<file path="config.mk">
export PLATFORM = sky130hd
export DESIGN_NAME = iuvf_top
export DESIGN_NICKNAME = d
export VERILOG_FILES = /design/src/include/iuvf_pkg.sv /design/src/include/iuvf_lin_if.sv /design/src/iuvf_lin11_conv.sv /design/src/iuvf_top.sv
export SDC_FILE = /design/constraint.sdc
export NUM_CORES = 1
export LEC_CHECK = 0
export BUFFER_PORTS_ARGS = -buffer_cell sky130_fd_sc_hd__buf_2
export CAP_MARGIN = 15
export CORE_MARGIN = 4
export CORE_UTILIZATION = 45
export DETAILED_ROUTE_END_ITERATION = 8
export PLACE_DENSITY_LB_ADDON = 0.3
export SKIP_CTS_REPAIR_TIMING = 1
export SYNTH_ARGS = -nofsm -noshare
export SYNTH_HDL_FRONTEND = slang
export SYNTH_SLANG_ARGS = --single-unit
</file>
<file path="constraint.sdc">
create_clock -name clk_i -period 11.64 [get_ports clk_i]
set_clock_uncertainty 0.05 [all_clocks]
set_input_delay 0.582 -clock clk_i [delete_from_list [all_inputs] [get_ports clk_i]]
set_output_delay 0.582 -clock clk_i [all_outputs]
set_load 0.05 [all_outputs]
</file>
<file path="src/include/iuvf_pkg.sv">
// Constants, state encoding and register image of the input undervoltage
// fault and start-up configuration block.
// Assumes a 40 MHz system clock and command codes delivered already decoded.
package iuvf_pkg;

  // ****************************************
  // Clock and timing
  // ****************************************
  localparam int unsigned CLK_HZ    = 40_000_000;
  localparam int unsigned MS_CYC    = CLK_HZ / 1000;
  localparam int unsigned RETRY_MS  = 70;
  localparam int unsigned RETRY_CYC = RETRY_MS * MS_CYC;
  localparam int unsigned TON_MAX_MS = 5000;
  localparam int unsigned FRAC      = 16;

  // ****************************************
  // Command codes
  // ****************************************
  localparam logic [7:0] CMD_CLEAR  = 8'h03;
  localparam logic [7:0] CMD_UV_LIM = 8'h59;
  localparam logic [7:0] CMD_UV_RSP = 8'h5a;
  localparam logic [7:0] CMD_PG_ON  = 8'h5e;
  localparam logic [7:0] CMD_TON    = 8'h60;
  localparam logic [7:0] CMD_STATUS = 8'h78;

  // ****************************************
  // Fields and reset values
  // ****************************************
  localparam int unsigned RSP_BEH_HI = 7;
  localparam int unsigned RSP_BEH_LO = 6;
  localparam int unsigned RSP_RTY_HI = 5;
  localparam int unsigned RSP_RTY_LO = 3;
  localparam logic [1:0]  BEH_DISABLE = 2'h2;
  localparam logic [2:0]  RTY_FOREVER = 3'h7;
  localparam int unsigned STS_OFF    = 6;
  localparam int unsigned STS_UV     = 3;
  localparam logic [7:0]  RSP_RST    = 8'h80;
  localparam logic [15:0] TON_RST    = 16'hca80;
  localparam logic [19:0] PG_NUM     = 20'h00009;
  localparam logic [19:0] PG_DEN     = 20'h0000a;
  // Undervoltage limits chosen by the strap inputs: 4.25, 6, 8 and 10 V
  localparam logic [3:0][15:0] UV_STRAP = {16'hf028, 16'hf020, 16'hf018, 16'hf011};

  typedef enum logic [2:0] {
    ST_LOAD  = 3'h0,
    ST_OFF   = 3'h1,
    ST_DELAY = 3'h3,
    ST_ON    = 3'h2,
    ST_FAULT = 3'h6,
    ST_RETRY = 3'h7
  } iuvf_state_t;

  typedef struct packed {
    iuvf_state_t st;
    logic [31:0] cnt;
    logic [31:0] ms;
    logic [15:0] uv_thr;
    logic [7:0]  uv_rsp;
    logic [15:0] pg_thr;
    logic [15:0] ton;
    logic        uv_flag;
    logic        alert_oe_n;
    logic        out_en;
    logic        pg;
    logic [15:0] rdata;
  } iuvf_regs_t;

  localparam iuvf_regs_t REGS_RST = '{
    st: ST_LOAD, cnt: 32'h0, ms: 32'h0, uv_thr: 16'h0, uv_rsp: RSP_RST,
    pg_thr: 16'h0, ton: TON_RST, uv_flag: 1'b0, alert_oe_n: 1'b1,
    out_en: 1'b0, pg: 1'b0, rdata: 16'h0};

endpackage : iuvf_pkg

</file>
<file path="src/include/iuvf_lin_if.sv">
// Carrier between a Linear-11 word and its fixed-point value.
// Assumes the converter is purely combinational.
`timescale 1ns/1ps
`default_nettype none
interface iuvf_lin_if;
  logic        [15:0] word;
  logic signed [47:0] fix;
  modport conv (input word, output fix);
  modport user (output word, input fix);
endinterface : iuvf_lin_if
`default_nettype wire

</file>
<file path="src/iuvf_lin11_conv.sv">
// Linear-11 to signed fixed point with FRAC fractional bits.
// Assumes exponent in bits 15:11 and mantissa in bits 10:0, both signed.
`timescale 1ns/1ps
`default_nettype none
module iuvf_lin11_conv (
  iuvf_lin_if.conv p
);

  logic signed [47:0] mant;
  logic        [4:0]  shift;

  // Exponent plus 16 is the exponent with its sign bit flipped
  assign mant  = {{37{p.word[10]}}, p.word[10:0]};
  assign shift = {~p.word[15], p.word[14:11]};
  assign p.fix = mant <<< shift;

endmodule : iuvf_lin11_conv
`default_nettype wire

</file>
<file path="src/iuvf_top.sv">
// Input undervoltage fault, response, power-good and turn-on delay logic.
// Assumes commands arrive decoded from the management link as one-cycle
// strobes and that measurements are synchronous to clk_i.
//
// Behaviour
// - The undervoltage threshold is a 16-bit read/write Linear-11 word.
// - After reset the threshold is loaded from the strap-selected setting.
// - The undervoltage response is a read/write byte that resets to 80h.
// - Behaviour code 10 in bits 7:6 disables the output on a fault and then follows the retry field.
// - A fault drives the alert line low and sets a flag that only clear-faults removes.
// - Retry code 000 keeps the output off until the fault flag is cleared.
// - Retry code 111 restarts without limit after every fault until enable drops.
// - Restarts are spaced by a fixed 70 ms and bits 2:0 of the response do nothing.
// - Power-good rises above its threshold and falls only below the output undervoltage limit.
// - The power-good threshold is an unsigned 16-bit word that resets to 0.9 of the strapped setpoint.
// - After enable the ramp starts once the programmed delay in milliseconds has passed.
// - The turn-on delay word resets to CA80h, which is 5 ms.
`timescale 1ns/1ps
`default_nettype none
module iuvf_top #(
  parameter int unsigned CYC_PER_MS = iuvf_pkg::MS_CYC,
  parameter int unsigned RETRY_CYC  = iuvf_pkg::RETRY_CYC
) (
  input  wire logic        clk_i,
  input  wire logic        rst_i,
  input  wire logic [7:0]  pmb_cmd_i,
  input  wire logic        pmb_wr_i,
  input  wire logic        pmb_rd_i,
  input  wire logic [15:0] pmb_wdata_i,
  output logic      [15:0] pmb_rdata_o,
  input  wire logic        enable_i,
  input  wire logic [1:0]  strap_sel_i,
  input  wire logic [15:0] vout_strap_i,
  input  wire logic [15:0] vin_meas_i,
  input  wire logic [15:0] vout_meas_i,
  input  wire logic [15:0] vout_uv_limit_i,
  input  wire logic        alert_output_line_i,
  output logic             alert_output_line_o,
  output logic             alert_output_line_oe_n_o,
  output logic             output_enable_o,
  output logic             power_good_o
);

  // ****************************************
  // Linear-11 conversions
  // ****************************************
  iuvf_lin_if thr_if ();
  iuvf_lin_if vin_if ();
  iuvf_lin_if ton_if ();

  iuvf_pkg::iuvf_regs_t r;
  iuvf_pkg::iuvf_regs_t next_r;

  assign thr_if.word = r.uv_thr;
  assign vin_if.word = vin_meas_i;
  assign ton_if.word = r.ton;

  iuvf_lin11_conv u_thr (.p(thr_if));
  iuvf_lin11_conv u_vin (.p(vin_if));
  iuvf_lin11_conv u_ton (.p(ton_if));

  logic        [31:0] ton_ms;
  logic               running;
  logic               uv_det;
  logic               clear_cmd;
  logic        [19:0] pg_scaled;
  logic        [1:0]  beh;
  logic        [2:0]  rty;

  // Delay in whole milliseconds, negative reads as zero, capped at 5 s
  always_comb begin
    if (ton_if.fix[47]) begin
      ton_ms = 32'h0;
    end else if (ton_if.fix[47:iuvf_pkg::FRAC] > 32'(iuvf_pkg::TON_MAX_MS)) begin
      ton_ms = 32'(iuvf_pkg::TON_MAX_MS);
    end else begin
      ton_ms = ton_if.fix[47:iuvf_pkg::FRAC];
    end
  end

  assign running   = (r.st == iuvf_pkg::ST_DELAY) || (r.st == iuvf_pkg::ST_ON);
  assign uv_det    = running && (vin_if.fix < thr_if.fix);
  assign clear_cmd = pmb_wr_i && (pmb_cmd_i == iuvf_pkg::CMD_CLEAR);
  assign pg_scaled = ({4'h0, vout_strap_i} * iuvf_pkg::PG_NUM) / iuvf_pkg::PG_DEN;
  assign beh       = r.uv_rsp[iuvf_pkg::RSP_BEH_HI:iuvf_pkg::RSP_BEH_LO];
  assign rty       = r.uv_rsp[iuvf_pkg::RSP_RTY_HI:iuvf_pkg::RSP_RTY_LO];

  // ****************************************
  // Next state
  // ****************************************
  always_comb begin
    next_r = r;
    // Register writes
    if (pmb_wr_i) begin
      if (pmb_cmd_i == iuvf_pkg::CMD_UV_LIM) begin
        next_r.uv_thr = pmb_wdata_i;
      end else if (pmb_cmd_i == iuvf_pkg::CMD_UV_RSP) begin
        next_r.uv_rsp = pmb_wdata_i[7:0];
      end else if (pmb_cmd_i == iuvf_pkg::CMD_PG_ON) begin
        next_r.pg_thr = pmb_wdata_i;
      end else if (pmb_cmd_i == iuvf_pkg::CMD_TON) begin
        next_r.ton = pmb_wdata_i;
      end
    end
    // Register reads, unmapped codes answer zero
    if (pmb_rd_i) begin
      if (pmb_cmd_i == iuvf_pkg::CMD_UV_LIM) begin
        next_r.rdata = r.uv_thr;
      end else if (pmb_cmd_i == iuvf_pkg::CMD_UV_RSP) begin
        next_r.rdata = {8'h0, r.uv_rsp};
      end else if (pmb_cmd_i == iuvf_pkg::CMD_PG_ON) begin
        next_r.rdata = r.pg_thr;
      end else if (pmb_cmd_i == iuvf_pkg::CMD_TON) begin
        next_r.rdata = r.ton;
      end else if (pmb_cmd_i == iuvf_pkg::CMD_STATUS) begin
        next_r.rdata = 16'h0;
        next_r.rdata[iuvf_pkg::STS_OFF] = ~r.out_en;
        next_r.rdata[iuvf_pkg::STS_UV]  = r.uv_flag;
      end else begin
        next_r.rdata = 16'h0;
      end
    end
    // Sticky fault flag, a new fault wins over clear-faults
    next_r.uv_flag    = uv_det || (r.uv_flag && !clear_cmd);
    next_r.alert_oe_n = ~next_r.uv_flag;
    // Power-good hysteresis between the two thresholds
    if (vout_meas_i > r.pg_thr) begin
      next_r.pg = 1'b1;
    end else if (vout_meas_i < vout_uv_limit_i) begin
      next_r.pg = 1'b0;
    end
    // Sequencer
    case (r.st)
      iuvf_pkg::ST_LOAD: begin
        next_r.uv_thr = iuvf_pkg::UV_STRAP[strap_sel_i];
        next_r.pg_thr = pg_scaled[15:0];
        next_r.st     = iuvf_pkg::ST_OFF;
      end
      iuvf_pkg::ST_OFF: begin
        if (enable_i) begin
          next_r.st  = iuvf_pkg::ST_DELAY;
          next_r.cnt = 32'h0;
          next_r.ms  = 32'h0;
        end
      end
      iuvf_pkg::ST_DELAY, iuvf_pkg::ST_ON: begin
        if (uv_det && beh == iuvf_pkg::BEH_DISABLE) begin
          next_r.out_en = 1'b0;
          next_r.cnt    = 32'h0;
          if (rty == iuvf_pkg::RTY_FOREVER) begin
            next_r.st = iuvf_pkg::ST_RETRY;
          end else begin
            next_r.st = iuvf_pkg::ST_FAULT;
          end
        end else if (!enable_i) begin
          next_r.out_en = 1'b0;
          next_r.st     = iuvf_pkg::ST_OFF;
        end else if (r.st == iuvf_pkg::ST_DELAY) begin
          if (r.ms >= ton_ms) begin
            next_r.out_en = 1'b1;
            next_r.st     = iuvf_pkg::ST_ON;
          end else if (r.cnt == CYC_PER_MS - 1) begin
            next_r.cnt = 32'h0;
            next_r.ms  = r.ms + 32'h1;
          end else begin
            next_r.cnt = r.cnt + 32'h1;
          end
        end
      end
      iuvf_pkg::ST_FAULT: begin
        if (!r.uv_flag) begin
          next_r.st = iuvf_pkg::ST_OFF;
        end
      end
      iuvf_pkg::ST_RETRY: begin
        if (!enable_i) begin
          next_r.st = iuvf_pkg::ST_OFF;
        end else if (r.cnt == RETRY_CYC - 1) begin
          next_r.st  = iuvf_pkg::ST_DELAY;
          next_r.cnt = 32'h0;
          next_r.ms  = 32'h0;
        end else begin
          next_r.cnt = r.cnt + 32'h1;
        end
      end
      default: begin
        next_r.st = iuvf_pkg::ST_OFF;
      end
    endcase
  end

  always_ff @(posedge clk_i) begin
    if (rst_i) begin
      r <= iuvf_pkg::REGS_RST;
    end else begin
      r <= next_r;
    end
  end

  // ****************************************
  // Outputs
  // ****************************************
  assign pmb_rdata_o              = r.rdata;
  assign alert_output_line_o      = 1'b0;
  assign alert_output_line_oe_n_o = r.alert_oe_n;
  assign output_enable_o          = r.out_en;
  assign power_good_o             = r.pg;
endmodule : iuvf_top
`default_nettype wire

</file>
==> metrics.yaml, run 1 <==
logic_synthesis:
  synth-xor-area-share: 0.0288
  muxShareOfSynthArea: 0.0704
  synthAdderAreaFrac: 0.106
  ys_seq_elements: 143
  synth_top_family_by_area: "compound AO/OA/AOI/OAI gates"
  ys.flop_type: "dfxtp_1"
  ys_warn_count: 0
  synth_edf_count: 0
  yosys.area_share.simple: 0.249
  async_flop_share: 0
  synth.distinct_cells: 114
  netlist_instances: 2060
  ys_seq_area_frac: 0.185
  syn_avg_cell_area_sq_um: 7.49
  synth_compound_area_frac: 0.297
  synthesis.area_sq_um: 15400
placement:
  io_buffer_count: 113
  dp.cells: 2498
  place_congestion: 0.948
  hpwl_um: 34300
power:
  p_switching_w: 0.00133
  p_leak_nw: 6.84
  p_int_w: 0.00149
  p_seq_frac: 0.195
  clkPwrFrac: 0.201
  pwr-share-comb: 0.603
  total_power_w: 0.00282
  p_per_area_nw_per_um2: 169
  sw_frac_of_total: 0.471
  peakVddDrop_uv: 146
clocking:
  cts-root-buf: "clkbuf_16"
  clockBufferDepth: 2
  cts_tree: "yes"
  clock-sinks: 143
  clkSlewWorstSetupHoldPaths_ps: 60
  cts_buffers: 17
  clkLatencyLatePin_ps: 430
  htreeDepth: 4
layout:
  syn_to_final_growth_pct: 8.19
  n_fill_cell: 3319
  nets: 2294
  multi_input_area_sq_um: 11700
  final_cell_mix: "nand2_1 (223), nor2_1 (193), a21oi_1 (162), dfxtp_1 (143), o21ai_0 (129)"
  register_area_sq_um: 2860
  layout.cells.non_filler: 2533
  final_common_cell: "nand2_1"
  drive_above_1_share: 0.138
  final_util: 0.496
grt:
  overflow: 0
  grt_pass1_wl_um: 74100
  grt_pass1_vias: 14700
  antenna_found_initial: 5
  grt_max_degree: 70
  grt.total_usage: 0.231
floorplanning:
  fp.coreArea_sq_um: 33700
  die-area_sq_um: 37300
  rows: 67
  io_pins: 116
  start_util: 0.458
  fp.dieH_um: 193
  chipWidth_um: 193
setup_path:
  cp-start-kind: "flip-flop"
  rr_startpoint: "ton_if.word[11]"
  rr_endpoint: "r[123]"
  crit_path_max_fanout: 63
  crit_top_cell: "a21o_1"
  crit_path_end_kind: "flip-flop"
  critical_path_required_ps: 11930
  path_class: "flip-flop to flip-flop"
  reg2reg_depth: 37
  crit_slowest_cell: "dfxtp_1"
  crit_arrival_ps: 10190
  rrSetupSlack_ps: 1750
  slowest_delay_ps: 880
timing:
  timing.final.crit_share: 0.850
  setup_violations: 0
  rsz0062_at_grt: "false"
  fmax_ghz: 0.101
  hold_viol: 0
  worstMarginPinSlew_ps: 1020
  fin_hold_ws_ps: 403
  slew_viol_final: 0
  tns_ps: 0
  fin_crit_ps: 9890
  slew_headroom: 0.313
routing:
  route.detailed.drc: 0
  drtPass1Iterations: 6
  vias: 15700
  routed_wirelength_um: 45400
  vias_per_cell: 6.22
  ant_nets: 0
  drt_iter0_drc: 1731
  wl_per_cell_um: 17.9
status:
  status: "finished, final reports clean"
min_path:
  worstHoldStart: "pmb_wdata_i[15]"
  holdPathEnd: "ton_if.word[15]"
  hold-path-cell-count: 3
  hp-class: "input pin to flip-flop"
job:
  cap_violations: 0
[layout make-up]
| class | count | area share |
|---|---|---|
| multi-input cells | 1708 | 0.701 |
| flip-flops and latches | 143 | 0.171 |
| repair buffers | 134 | 0.0434 |
| well taps | 448 | 0.0336 |
| clock buffers | 18 | 0.0257 |
| inverters | 66 | 0.0148 |
| clock inverters | 14 | 0.0103 |
| diodes | 2 | 0.000300 |
[cells by family (layout without fill, tap and decap cells)]
family,after synthesis,after routing
buf+inv,222,232
xor+xnor,44,44
compound gates,658,658
mux,96,96
fa+ha+maj,131,131
simple gates,764,764
other cells,2,17
flops,143,143
[metal layers]
layer / GRT usage / vias to the layer above / wire, um
met5: 0 / - / 41
met4: 0.0999 / 6 / 2010
met3: 0.0313 / 108 / 2220
met2: 0.389 / 521 / 21300
met1: 0.297 / 7408 / 19800
li1: - / 7700 / -
[state kept, by name, indices dropped and copies added, names as in the netlist]
signal                    count
alert_output_line_oe_n_o      1
beh                           2
output_enable_o               1
pmb_rdata_o                  16
power_good_o                  1
r                            90
thr_if.word                  16
ton_if.word                  16
[critical path, delay by kind of cell (launching register included)]
family / cells / cell delay [ps]
adder cells (fa/ha/maj): 1 / 220
flip-flops: 1 / 880
buffers and inverters: 1 / 320
AO/OA/AOI/OAI: 25 / 5130
multiplexers: 1 / 630
AND/OR/NAND/NOR: 9 / 2570
[stage by stage]
step / cell area [sq um] / setup WS, ps
floorplan: 15500 / 2850
global placement: 16100 / 1950
finish: 16700 / 1750
CTS: 16700 / 1780
global route: 16700 / 1030
detailed placement: 16100 / 1810
[synthesized netlist by cell type (13+ instances only)]
master / count / area, sq um
o21ai_0: 129 / 646
a21o_1: 53 / 398
nor2b_1: 29 / 181
a222oi_1: 15 / 150
nand2b_1: 26 / 163
a22oi_1: 15 / 113
a31oi_1: 18 / 113
nor2_1: 193 / 724
a211oi_1: 48 / 360
clkbuf_1: 110 / 413
nand3_1: 59 / 295
and2_1: 17 / 106
o211ai_1: 18 / 135
mux2_2: 21 / 236
dfxtp_1: 143 / 2860
and3_1: 51 / 319
nand4_1: 26 / 163
buf_4: 21 / 158
nor3_1: 36 / 180
or3_1: 15 / 93.8
mux2i_1: 67 / 671
o22ai_1: 13 / 81.3
a21oi_1: 162 / 811
or4b_2: 25 / 250
xnor2_1: 25 / 219
nand2_1: 223 / 837
inv_1: 63 / 236
ha_1: 127 / 1590
a311oi_1: 16 / 140
[how the worst max path moves through the flow]
stage	slack (ps)	from	depth (start not counted)	to
after floorplan	2850	ton_if.word[11]	39	r[101]
after global placement	1950	ton_if.word[11]	37	r[118]
after detailed placement	1810	ton_if.word[11]	37	r[117]
after CTS	1780	ton_if.word[11]	37	r[123]
after global routing	1030	ton_if.word[11]	37	r[123]
final	1750	ton_if.word[11]	37	r[123]
[power by group through the flow]
stage | clock, W | sequential (W) | combinational, W
finish | 0.000567 | 0.000550 | 0.00170
global route | 0.000596 | 0.000552 | 0.00188
CTS | 0.000576 | 0.000550 | 0.00168
detailed placement | 0 | 0.000561 | 0.00167
global placement | 0 | 0.000560 | 0.00164
floorplan | 0 | 0.000542 | 0.00138
Note: power is estimated with default switching activity, not from simulation.
==> inputs of run 2 (changes only) <==
==> constraint.sdc (replaced) <==
create_clock -name clk_i -period 8.1 [get_ports clk_i]
set_clock_uncertainty 0.05 [all_clocks]
set_input_delay 0.405 -clock clk_i [delete_from_list [all_inputs] [get_ports clk_i]]
set_output_delay 0.405 -clock clk_i [all_outputs]
set_load 0.05 [all_outputs]
==> metrics.yaml, run 2 (same netlist as run 1, synthesis figures left out) <==
status:
  status: "finished, final reports clean"
setup_path:
  slowest_delay_ps: 640
  path_class: "flip-flop to flip-flop"
  crit_slowest_cell: "or4b_2"
  critical_path_required_ps: 8410
  rrSetupSlack_ps: 180
  cp-start-kind: "flip-flop"
  crit_top_cell: "a21o_1"
  rr_endpoint: "r[129]"
  reg2reg_depth: 37
  crit_path_end_kind: "flip-flop"
  rr_startpoint: "ton_if.word[11]"
  crit_arrival_ps: 8220
  crit_path_max_fanout: 8
routing:
  vias: 16300
  ant_nets: 0
  vias_per_cell: 6.16
  wl_per_cell_um: 18.0
  route.detailed.drc: 0
  routed_wirelength_um: 47700
  drtPass1Iterations: 7
  drt_iter0_drc: 1352
power:
  p_leak_nw: 7.51
  p_per_area_nw_per_um2: 259
  total_power_w: 0.00465
  peakVddDrop_uv: 210
placement:
  hpwl_um: 36000
  io_buffer_count: 113
  dp.cells: 2605
  dpl_cell_area_sq_um: 17000
  place_congestion: 0.925
timing:
  fmax_ghz: 0.126
  fin_crit_ps: 7920
  tns_ps: 0
  slew_headroom: 0.272
  rsz0062_at_grt: "true"
  setup_violations: 0
  hold_viol: 0
  timing.final.crit_share: 0.977
  slew_viol_final: 0
  worstMarginPinSlew_ps: 1080
floorplanning:
  fp.dieH_um: 193
  rows: 67
  io_pins: 116
  start_util: 0.458
  die-area_sq_um: 37300
  fp.coreArea_sq_um: 33700
  chipWidth_um: 193
min_path:
  worstHoldStart: "pmb_wdata_i[12]"
  hold-path-cell-count: 3
  hp-class: "input pin to flip-flop"
  holdPathEnd: "ton_if.word[12]"
layout:
  final_area_sq_um: 17900
  syn_to_final_growth_pct: 16.2
  final_cell_mix: "nand2_1 (223), nor2_1 (192), a21oi_1 (152), dfxtp_1 (141), buf_4 (134)"
  nets: 2418
  final_util: 0.532
  largest_reg_flops: 90
  drive_above_1_share: 0.199
  largest-register: "r"
  final_common_cell: "nand2_1"
  layout.cells.non_filler: 2656
grt:
  antenna_found_initial: 2
  grt.total_usage: 0.235
  grt_pass1_vias: 14900
  grt_pass1_wl_um: 75500
  met2_usage: 0.399
  grt_max_degree: 83
  use_met3: 0.0278
  overflow: 0
  use_met1: 0.304
  top_usage_layer: "met2"
clocking:
  cts_buffers: 17
  clockBufferDepth: 2
  clkLatencyLatePin_ps: 440
  htreeDepth: 4
  clkSlewWorstSetupHoldPaths_ps: 70
  cts_tree: "yes"
  cts-root-buf: "clkbuf_16"
  clock-sinks: 143
job:
  cap_violations: 0
run 2: area by class of cell:
cell class                      instances  area (sq um)
Sequential cell                       143          2870
Clock inverter                         15           145
Inverter                               66           248
Fill cell                            3219         15800
Timing Repair Buffer                  258          1800
Multi-Input combinational cell       1708         11900
Tap cell                              448           561
Clock buffer                           17           425
Antenna cell                            1          2.50
run 2: layer usage:
layer	vias up	share of wire
met5	-	0.00034
met2	592	0.48
li1	7940	-
met1	7708	0.42
met3	107	0.056
met4	2	0.041
run 2: worst max-delay path, delay by kind of cell (launching register included):
family	cells	cell delay [ps]
AOI/OAI and AO/OA	24	4130
muxes	3	1260
and+or+nand+nor	5	1250
buffers and inverters	4	530
DFF	1	400
adders and majority gates	1	230
run 2: how the worst max path moves through the flow:
| stage | startpoint | endpoint | slack, ps | depth (start not counted) |
|---|---|---|---|---|
| finish | ton_if.word[11] | r[129] | 180 | 37 |
| global route | ton_if.word[11] | r[129] | -150 | 37 |
| global placement | ton_if.word[11] | r[123] | -200 | 38 |
| floorplan | ton_if.word[11] | r[137] | 30 | 39 |
| CTS | ton_if.word[11] | r[133] | -370 | 38 |
| detailed placement | ton_if.word[11] | r[133] | -330 | 38 |
run 2: through the flow:
step,setup WS [ps],hold WS [ps]
6_report,182,210
5_1_grt,-151,215
4_1_cts,-372,206
3_5_place_dp,-334,429
3_3_place_gp,-205,418
2_1_floorplan,30.5,406
run 2: power by group:
group,internal (W),switching (W)
sequential,0.000740,0.0000515
combinational,0.00144,0.00165
clock,0.000409,0.000365
total,0.00259,0.00206
==> inputs of run 3 (changes only) <==
--- a/config.mk
+++ b/config.mk
@@ -9,6 +9,7 @@
 export CAP_MARGIN = 15
 export CORE_MARGIN = 4
 export CORE_UTILIZATION = 45
+export CTS_BUF_LIST = sky130_fd_sc_hd__clkbuf_8
 export DETAILED_ROUTE_END_ITERATION = 8
 export PLACE_DENSITY_LB_ADDON = 0.3
 export SKIP_CTS_REPAIR_TIMING = 1
==> metrics.yaml, run 3 (same netlist as run 1, synthesis figures left out) <==
routing:
  vias: 16300
  vias_per_cell: 6.14
  route.detailed.drc: 0
  drtPass1Iterations: 7
  drt_iter0_drc: 1450
  wl_per_cell_um: 17.9
  ant_nets: 0
  routed_wirelength_um: 47600
timing:
  timing.final.crit_share: 0.974
  fmax_ghz: 0.127
  fin_crit_ps: 7890
  slew_headroom: 0.273
  setup_violations: 0
  setup_ws_ps: 212
  slew_viol_final: 0
  fin_hold_ws_ps: 170
  hold_viol: 0
  worstMarginPinSlew_ps: 1080
grt:
  grt_pass1_vias: 14800
  antenna_found_initial: 1
  overflow: 0
  grt_max_degree: 83
  grt_pass1_wl_um: 75200
  grt.total_usage: 0.234
setup_path:
  rr_startpoint: "ton_if.word[11]"
  rrSetupSlack_ps: 210
  crit_path_max_fanout: 8
  reg2reg_depth: 37
  critical_path_required_ps: 8450
  slowest_delay_ps: 630
  path_class: "flip-flop to flip-flop"
  rr_endpoint: "r[129]"
  crit_path_end_kind: "flip-flop"
  crit_slowest_cell: "or4b_2"
  cp-start-kind: "flip-flop"
  crit_top_cell: "a21o_1"
  crit_arrival_ps: 8240
layout:
  final_cell_mix: "nand2_1 (223), nor2_1 (192), a21oi_1 (149), dfxtp_1 (141), buf_4 (135)"
  nets: 2419
  n_fill_cell: 3235
  final_common_cell: "nand2_1"
  largest-register: "r"
  final_util: 0.527
  largest_reg_flops: 90
  final_area_sq_um: 17800
  n_antenna_cell: 0
  drive_above_1_share: 0.200
  syn_to_final_growth_pct: 15.0
placement:
  dp_slack_ps: -334
  io_buffer_count: 113
  dpl_cell_area_sq_um: 17000
  place_congestion: 0.925
  hpwl_um: 36000
power:
  total_power_w: 0.00445
  p_switching_w: 0.00204
  p_seq_frac: 0.178
  p_int_w: 0.00241
  p_per_area_nw_per_um2: 250
  peakVddDrop_uv: 212
  p_leak_nw: 7.42
  sw_frac_of_total: 0.459
  pwr-share-comb: 0.694
  clkPwrFrac: 0.128
floorplanning:
  io_pins: 116
  rows: 67
  fp.coreArea_sq_um: 33700
  die-area_sq_um: 37300
  fp.dieH_um: 193
  chipWidth_um: 193
  start_util: 0.458
job:
  cap_violations: 0
min_path:
  holdPathEnd: "ton_if.word[12]"
  hold-path-cell-count: 3
  worstHoldStart: "pmb_wdata_i[12]"
  hp-class: "input pin to flip-flop"
clocking:
  clkSlewWorstSetupHoldPaths_ps: 110
  cts-root-buf: "clkbuf_8"
  htreeDepth: 4
  clock-sinks: 143
  cts_buffers: 17
  clockBufferDepth: 2
  clkLatencyLatePin_ps: 470
  cts_tree: "yes"
status:
  status: "finished, final reports clean"
run 3: changes by cell type in the layout (fill, tap and decap cells not counted), sizes merged:
cell	before	now
buf	254	255
diode	1	0
run 3: how the worst max path moves through the flow:
stage	start	endpoint	slack, ps	cells after the start
CTS	ton_if.word[11]	r[116]	-370	38
finish	ton_if.word[11]	r[129]	210	37
detailed placement	ton_if.word[11]	r[133]	-330	38
global placement	ton_if.word[11]	r[123]	-200	38
floorplan	ton_if.word[11]	r[137]	30	39
global route	ton_if.word[11]	r[129]	-120	37
run 3: final cells by class:
| class | instances | area (sq um) | area share |
|---|---|---|---|
| clock buffer | 17 | 234 | 0.0132 |
| tap | 448 | 561 | 0.0316 |
| sequential | 143 | 2870 | 0.162 |
| multi-input combinational | 1708 | 11900 | 0.669 |
| inverter | 66 | 248 | 0.0140 |
| timing repair buffer | 259 | 1810 | 0.102 |
| clock inverter | 15 | 145 | 0.00817 |
run 3: power groups by stage:
stage,logic (W),registers (W),clock network [W]
after floorplan,0.00199,0.000779,0
after global placement,0.00289,0.000806,0
after detailed placement,0.00294,0.000807,0
after CTS,0.00295,0.000791,0.000576
after global routing,0.00336,0.000795,0.000605
final,0.00309,0.000792,0.000568
run 3: critical path: cells and delay by family (launching register included):
family / cells / cell delay, ps
flip-flops: 1 / 410
multiplexers: 3 / 1250
adder cells (fa/ha/maj): 1 / 230
buffers and inverters: 4 / 530
AND/OR/NAND/NOR: 5 / 1240
AO/OA/AOI/OAI: 24 / 4130
run 3: metal layers:
| metal | up-vias | routed length (um) | global-route usage |
|---|---|---|---|
| li1 | 7938 | - | - |
| met1 | 7729 | 20200 | 0.304 |
| met2 | 532 | 22900 | 0.399 |
| met3 | 104 | 2550 | 0.0264 |
| met4 | 2 | 1890 | 0.0942 |
| met5 | - | 13 | 0 |
run 3: metrics by stage:
step / cells / TNS (ps)
after floorplan: 2073 / 0
after global placement: 2605 / -5070
after detailed placement: 2605 / -9200
after CTS: 2637 / -10350
after global routing: 2656 / -813
final: 2656 / 0
